File: config.mk
export PLATFORM = sky130hd
export DESIGN_NAME = drvsel_top
export DESIGN_NICKNAME = d
export VERILOG_FILES = /design/src/verilog/drvsel_pkg.sv /design/src/verilog/drvsel_filter.sv /design/src/verilog/drvsel_top.sv
export SDC_FILE = /design/constraint.sdc
export NUM_CORES = 1
export LEC_CHECK = 0
export BUFFER_PORTS_ARGS = -buffer_cell sky130_fd_sc_hd__buf_4
export CAP_MARGIN = 0
export CORE_MARGIN = 8
export CORE_UTILIZATION = 40
export CTS_BUF_LIST = sky130_fd_sc_hd__clkbuf_16
export DETAILED_ROUTE_END_ITERATION = 10
export SYNTH_ARGS = -nofsm -noshare
export SYNTH_HDL_FRONTEND = slang
export SYNTH_SLANG_ARGS = --single-unit
export TNS_END_PERCENT = 1
File: constraint.sdc
create_clock -name sys_clk -period 3.4 [get_ports sys_clk]
set_clock_uncertainty 0.15 [all_clocks]
set_input_delay 0.68 -clock sys_clk [delete_from_list [all_inputs] [get_ports sys_clk]]
set_output_delay 0.68 -clock sys_clk [all_outputs]
set_load 0.01 [all_outputs]
File: src/verilog/drvsel_pkg.sv
package drvsel_pkg;
    localparam int          NUM_INPUTS     = 5;
    localparam logic [7:0]  FN_FWD_RUN     = 8'h00;
    localparam logic [7:0]  FN_REV_RUN     = 8'h01;
    localparam logic [7:0]  FN_SECOND_SET  = 8'h08;
    localparam logic [7:0]  FN_PULSE_START = 8'h14;
    localparam logic [7:0]  FN_STOP_ENABLE = 8'h15;
    localparam logic [7:0]  FN_DIRECTION   = 8'h16;
    localparam logic [7:0]  FN_FORCE_KEYPAD = 8'h1F;
    localparam logic [7:0]  FN_FORCE_TERM  = 8'h33;
    localparam logic [1:0]  START_SRC_INPUTS = 2'h1;
    localparam logic [1:0]  START_SRC_KEYPAD = 2'h2;
    localparam logic [1:0]  START_SRC_BUS    = 2'h3;
    localparam logic [1:0]  REF_SRC_POT      = 2'h0;
    localparam logic [1:0]  REF_SRC_ANALOG   = 2'h1;
    localparam logic [1:0]  REF_SRC_STORED   = 2'h2;
    localparam logic [1:0]  REF_SRC_BUS      = 2'h3;
    localparam int          CLK_HZ         = 40000000;
    localparam int          FILTER_MS      = 10;
    localparam int          FILTER_CYCLES  = CLK_HZ / 1000 * FILTER_MS;
    typedef enum logic [1:0] {
        DRVSEL_STOPPED,
        DRVSEL_RUNNING,
        DRVSEL_STOPPING
    } drvsel_run_type;
endpackage

File: src/verilog/drvsel_filter.sv
module drvsel_filter #(
    parameter int FILTER_CYCLES = drvsel_pkg::FILTER_CYCLES
) (
    input  wire logic sys_clk,
    input  wire logic rst,
    input  wire logic raw_in,
    output logic      level
);
    localparam int CW = $clog2(FILTER_CYCLES + 1);

    typedef struct packed {
        logic          sync1;
        logic          sync2;
        logic [CW-1:0] count;
        logic          level;
    } drvsel_filt_type;

    drvsel_filt_type state;
    drvsel_filt_type next_state;

    // ----------------------------------------
    // Synchroniser and stability counter.
    // ----------------------------------------
    always_comb
    begin
        next_state = state;
        next_state.sync1 = raw_in;
        next_state.sync2 = state.sync1;
        if (state.sync2 == state.level)
        begin
            next_state.count = '0;
        end
        else if (state.count == CW'(FILTER_CYCLES - 1))
        begin
            next_state.count = '0;
            next_state.level = state.sync2;
        end
        else
        begin
            next_state.count = state.count + CW'(1);
        end
    end

    always_ff @(posedge sys_clk)
    begin
        if (rst)
        begin
            state <= '0;
        end
        else
        begin
            state <= next_state;
        end
    end

    assign level = state.level;
endmodule

File: src/verilog/drvsel_top.sv
module drvsel_top #(
    parameter int NUM_INPUTS    = drvsel_pkg::NUM_INPUTS,
    parameter int FILTER_CYCLES = drvsel_pkg::FILTER_CYCLES
) (
    input  wire logic                  sys_clk,
    input  wire logic                  rst,
    input  wire logic [NUM_INPUTS-1:0] digital_inputs,
    input  wire logic [NUM_INPUTS*8-1:0] input_function_codes,
    input  wire logic [1:0]            start_source_setting,
    input  wire logic [1:0]            reference_source_setting,
    input  wire logic                  keypad_start_key,
    input  wire logic                  keypad_stop_key,
    input  wire logic                  bus_run_command,
    input  wire logic                  bus_reverse_command,
    input  wire logic                  motor_standstill,
    output logic                       run_command,
    output logic                       reverse_select,
    output logic                       decel_stop,
    output logic [1:0]                 active_start_source,
    output logic [1:0]                 active_reference_source,
    output logic                       use_keypad_reference_frequency,
    output logic                       second_parameter_set,
    output logic                       three_wire_active
);
    logic [NUM_INPUTS-1:0] filt;

    // ----------------------------------------
    // Per-input filtering.
    // ----------------------------------------
    genvar gi;
    generate
        for (gi = 0; gi < NUM_INPUTS; gi++)
        begin : g_in
            drvsel_filter #(
                .FILTER_CYCLES (FILTER_CYCLES)
            ) u_filt (
                .sys_clk (sys_clk),
                .rst     (rst),
                .raw_in  (digital_inputs[gi]),
                .level   (filt[gi])
            );
        end
    endgenerate

    typedef struct packed {
        drvsel_pkg::drvsel_run_type run;
        logic                       start_prev;
        logic                       kstart_prev;
        logic                       force_term_prev;
        logic [1:0]                 start_src;
        logic [1:0]                 ref_src;
        logic                       second_set;
        logic                       run_command;
        logic                       reverse_select;
        logic                       decel_stop;
        logic                       keypad_ref;
        logic                       three_wire;
    } drvsel_state_type;

    drvsel_state_type state;
    drvsel_state_type next_state;

    // ----------------------------------------
    // Function decoding.
    // ----------------------------------------
    logic has_start;
    logic has_stop;
    logic start_lvl;
    logic stop_lvl;
    logic dir_lvl;
    logic fwd_lvl;
    logic rev_lvl;
    logic set_lvl;
    logic term_lvl;
    logic keypad_lvl;

    always_comb
    begin
        has_start  = 1'b0;
        has_stop   = 1'b0;
        start_lvl  = 1'b0;
        stop_lvl   = 1'b0;
        dir_lvl    = 1'b0;
        fwd_lvl    = 1'b0;
        rev_lvl    = 1'b0;
        set_lvl    = 1'b0;
        term_lvl   = 1'b0;
        keypad_lvl = 1'b0;
        for (int i = 0; i < NUM_INPUTS; i++)
        begin
            unique case (input_function_codes[i*8 +: 8])
                drvsel_pkg::FN_PULSE_START:
                begin
                    has_start = 1'b1;
                    start_lvl = start_lvl | filt[i];
                end
                drvsel_pkg::FN_STOP_ENABLE:
                begin
                    has_stop = 1'b1;
                    stop_lvl = stop_lvl | filt[i];
                end
                drvsel_pkg::FN_DIRECTION:   dir_lvl    = dir_lvl | filt[i];
                drvsel_pkg::FN_FWD_RUN:     fwd_lvl    = fwd_lvl | filt[i];
                drvsel_pkg::FN_REV_RUN:     rev_lvl    = rev_lvl | filt[i];
                drvsel_pkg::FN_SECOND_SET:  set_lvl    = set_lvl | filt[i];
                drvsel_pkg::FN_FORCE_TERM:  term_lvl   = term_lvl | filt[i];
                drvsel_pkg::FN_FORCE_KEYPAD: keypad_lvl = keypad_lvl | filt[i];
                default:
                begin
                end
            endcase
        end
    end

    // ----------------------------------------
    // Source selection and run control.
    // ----------------------------------------
    logic       three_wire;
    logic [1:0] want_start_src;
    logic [1:0] want_ref_src;
    logic       start_edge;
    logic       kstart_edge;
    logic       run_req;
    logic       rev_req;

    always_comb
    begin
        three_wire = has_start & has_stop;
        want_start_src = start_source_setting;
        want_ref_src   = reference_source_setting;
        if (keypad_lvl)
        begin
            want_start_src = drvsel_pkg::START_SRC_KEYPAD;
            want_ref_src   = drvsel_pkg::REF_SRC_POT;
        end
        if (term_lvl)
        begin
            want_start_src = drvsel_pkg::START_SRC_INPUTS;
            want_ref_src   = drvsel_pkg::REF_SRC_ANALOG;
        end

        start_edge  = start_lvl & ~state.start_prev;
        kstart_edge = keypad_start_key & ~state.kstart_prev;
        run_req = 1'b0;
        rev_req = state.reverse_select;

        next_state = state;
        next_state.start_prev      = start_lvl;
        next_state.kstart_prev     = keypad_start_key;
        next_state.force_term_prev = term_lvl;
        next_state.three_wire      = three_wire;

        if (motor_standstill && state.run != drvsel_pkg::DRVSEL_RUNNING)
        begin
            next_state.start_src = want_start_src;
            next_state.ref_src   = want_ref_src;
            if (set_lvl)
            begin
                next_state.second_set = 1'b1;
            end
        end
        if (!set_lvl)
        begin
            next_state.second_set = 1'b0;
        end

        unique case (state.start_src)
            drvsel_pkg::START_SRC_INPUTS:
            begin
                if (three_wire)
                begin
                    run_req = state.run_command | (start_edge & stop_lvl);
                    rev_req = dir_lvl;
                end
                else
                begin
                    run_req = fwd_lvl | rev_lvl;
                    rev_req = rev_lvl & ~fwd_lvl;
                end
            end
            drvsel_pkg::START_SRC_KEYPAD:
            begin
                run_req = (state.run_command | kstart_edge) & ~keypad_stop_key;
            end
            drvsel_pkg::START_SRC_BUS:
            begin
                run_req = bus_run_command;
                rev_req = bus_reverse_command;
            end
            default:
            begin
                run_req = 1'b0;
            end
        endcase

        // stop enable required, stop on loss
        if (three_wire && state.start_src == drvsel_pkg::START_SRC_INPUTS && !stop_lvl)
        begin
            run_req = 1'b0;
        end
        if (term_lvl != state.force_term_prev)
        begin
            run_req = 1'b0;
        end

        unique case (state.run)
            drvsel_pkg::DRVSEL_STOPPED:
            begin
                if (run_req)
                begin
                    next_state.run = drvsel_pkg::DRVSEL_RUNNING;
                end
            end
            drvsel_pkg::DRVSEL_RUNNING:
            begin
                if (!run_req)
                begin
                    next_state.run = drvsel_pkg::DRVSEL_STOPPING;
                end
            end
            drvsel_pkg::DRVSEL_STOPPING:
            begin
                if (motor_standstill)
                begin
                    next_state.run = drvsel_pkg::DRVSEL_STOPPED;
                end
            end
            default:
            begin
                next_state.run = drvsel_pkg::DRVSEL_STOPPED;
            end
        endcase

        next_state.run_command    = (next_state.run == drvsel_pkg::DRVSEL_RUNNING);
        next_state.decel_stop     = (next_state.run == drvsel_pkg::DRVSEL_STOPPING);
        next_state.reverse_select = rev_req;
        next_state.keypad_ref = (next_state.ref_src == drvsel_pkg::REF_SRC_STORED);
    end

    always_ff @(posedge sys_clk)
    begin
        if (rst)
        begin
            state <= '0;
            state.run <= drvsel_pkg::DRVSEL_STOPPED;
            state.start_src <= drvsel_pkg::START_SRC_INPUTS;
            state.ref_src <= drvsel_pkg::REF_SRC_POT;
        end
        else
        begin
            state <= next_state;
        end
    end

    assign second_parameter_set           = state.second_set;
    assign run_command                    = state.run_command;
    assign reverse_select                 = state.reverse_select;
    assign decel_stop                     = state.decel_stop;
    assign active_start_source            = state.start_src;
    assign active_reference_source        = state.ref_src;
    assign use_keypad_reference_frequency = state.keypad_ref;
    assign three_wire_active              = state.three_wire;
endmodule
==> flow_summary.toml <==
[critical_path]
cp_max_fo = 7
crit_buf_inv = 1
cp.arrival_ns = 2.65
cp-start-kind = "primary input"
cpPeakStageDelay_ns = 0.53
cp_slowest_cell = "or4_1"
reg2reg_slack_ns = 0.90
critical_path.endpoint_type = "register"
worstPathCellList = "buf_4 -> or4_1 -> or4_4 -> o211ai_2 -> o211ai_2 -> nand3_2 -> nor3b_1 -> o31ai_1 -> a211oi_2"
crit_type = "primary input to register"
cp_top_family = "simple AND/OR/NAND/NOR gates"
crit_path_frequent_cell = "o211ai_2"
reg2reg_from = "g_in[1].u_filt.state[1]$_SDFF_PP0_"
r2r_end = "g_in[1].u_filt.state[15]$_SDFF_PP0_"
reg2regPathDepth = 7
crit_required_ns = 3.53

[sta]
fin_crit_ns = 2.51
slew_headroom = 0.570
period_share = 0.739
timing.fmax_ghz = 0.398
hold-worst-slack_ns = 0.281
rsz0062_at_grt = "false"
hold_viol_final = 0
slew_viol_final = 0
setup_ws_ns = 0.886
fin_tns_setup_ns = 0
max_slew.worst_pin.slew_ns = 0.645
setup_viol = 0

[synthesis]
ys_warn_count = 0
synth-seq-area-share = 0.429
async_flop_share = 0
syn_inst = 689
yosys.cell_types.count = 57
syn_area_mm2 = 0.00583
synth.avg_cell_area_um2 = 8.46
synthFlopType = "dfxtp_1"
ys_ff_latch = 125
syn_nets = 750
synth_edf_count = 0

[global_route]
antenna_found_initial = 0
grt_first_pass_wirelength_um = 21900
globalRouteOverflowTotal = 0
grt_usage = 0.146
grt_pass1_vias = 4760
grt_max_degree = 36

[floorplanning]
die_h_um = 137
fp.dieArea_mm2 = 0.0187
fp.dieW_um = 137
rows = 44
ios = 66
core_area_mm2 = 0.0144
start_util = 0.406

[pwr]
vdd_drop_max_mv = 0.309
power.density_mw_per_mm2 = 455
power.leakage_nw = 2.37
total_power_mw = 3.18

[clocking]
h-tree-depth = 4
root_buffer = "clkbuf_16"
path_clk_slew_ns = 0.06
numCtsBuffers = 17
ctsLongestPathBuffers = 2
ctsResizeCount = 0
cts_tree = "done"
cts.sinks = 125
post-cts-setup-buffers = 0
insertion_delay_ns = 0.41
hold_buffers = 0

[layout]
multiInputGateArea_mm2 = 0.00319
syn2layout_area_growth_pct = 19.7
layout_commonest_cell = "nor2_1"
nets = 817
drive_gt1_frac = 0.138
final_area_mm2 = 0.00698
diodes = 0
fin_cells = 953
final_util = 0.486
fillCellCount = 1363
regArea_mm2 = 0.00250
final_cell_mix = "nor2_1 (137), dfxtp_1 (125), buf_4 (65)"

[routing]
drtIter0Drc = 234
first_pass_iters = 4
wirelength_um = 13100
vias = 4922
wl_per_cell_um = 13.7
ant_nets = 0
drc_errors = 0
vias_per_cell = 5.16

[worst_hold_path]
hold_path.startpoint = "g_in[0].u_filt.next_state[20]$_SDFF_PP0_"
hold_path_end = "g_in[0].u_filt.state[20]$_SDFF_PP0_"
hold-path-cell-count = 1
min_path_type = "register to register"

[status]
run_status = "completed"

[place]
place_area_mm2 = 0.00647
dp_slack_ns = 0.470
gp_congestion = 0.874
dpl.hpwl_um = 9850
dpl.cell_count = 921
numPortBuffers = 65

[run]
maxCapViolations = 0
[routing by layer]
metal,track usage,vias up,share of wire
met3,0.0470,20,0.056
met2,0.225,128,0.45
li1,-,2525,-
met5,0,-,0
met1,0.181,2249,0.47
met4,0.0702,0,0.020
[sequential cells by signal (all words and copies together) (netlist names), 2 cells and up]
| name | cells |
|---|---|
| active_reference_source | 2 |
| active_start_source | 2 |
| g_in.u_filt.level | 5 |
| g_in.u_filt.next_state | 5 |
| g_in.u_filt.state | 100 |
| state | 5 |
[power by group]
| group | total, mW | switching (mW) | internal (mW) |
|---|---|---|---|
| clock network | 1.55 | 0.637 | 0.909 |
| logic | 0.143 | 0.0714 | 0.0716 |
| registers | 1.49 | 0.0101 | 1.48 |
[kinds of logic after synthesis]
logic type | Yosys count | share of synthesized area
mux | 5 | 0.00859
fa+ha+maj | 5 | 0.0107
simple gates | 382 | 0.336
flops | 125 | 0.429
buf+inv | 32 | 0.0234
compound gates | 55 | 0.0646
xor+xnor | 85 | 0.128
[Yosys cell counts (all sizes together) (5+ instances only)]
cell type	count	area [um^2]
nor4	12	90.1
nor3	15	75.1
nand2	46	173
nand3	51	260
dfxtp	125	2500
nand2b	11	68.8
a21oi	15	78.8
o21ai	11	58.8
or4	7	56.3
nor3b	5	37.5
and3	16	100
nor2b	18	113
or3	14	87.6
xor2	43	377
ha	5	62.6
nor2	137	514
xnor2	42	368
o211ai	5	52.6
buf	7	42.5
inv	15	56.3
mux2i	5	50.1
clkbuf	10	37.5
nor4b	7	61.3
a31oi	7	43.8
nand4	17	106
[area by class of cell]
type                            count  area share
Tap cell                          184      0.0330
Inverter                           15     0.00807
Clock buffer                       17      0.0610
Multi-Input combinational cell    532       0.457
Sequential cell                   125       0.359
Timing Repair Buffer               65      0.0699
Clock inverter                     15      0.0122
[how the worst max path moves through the flow]
stage	startpoint	end	slack, ns	cells after the start
after floorplan	input_function_codes[7]	reverse_select$_SDFFE_PP0P_	0.74	8
after global placement	input_function_codes[32]	reverse_select$_SDFFE_PP0P_	0.51	9
after detailed placement	input_function_codes[32]	reverse_select$_SDFFE_PP0P_	0.47	9
after CTS	g_in[1].u_filt.state[1]$_SDFF_PP0_	g_in[1].u_filt.state[8]$_SDFF_PP0_	0.86	7
after global routing	g_in[1].u_filt.state[1]$_SDFF_PP0_	g_in[1].u_filt.state[6]$_SDFF_PP0_	0.60	7
final	input_function_codes[32]	reverse_select$_SDFFE_PP0P_	0.89	9
No activity file was read; power rests on OpenSTA's default activity.
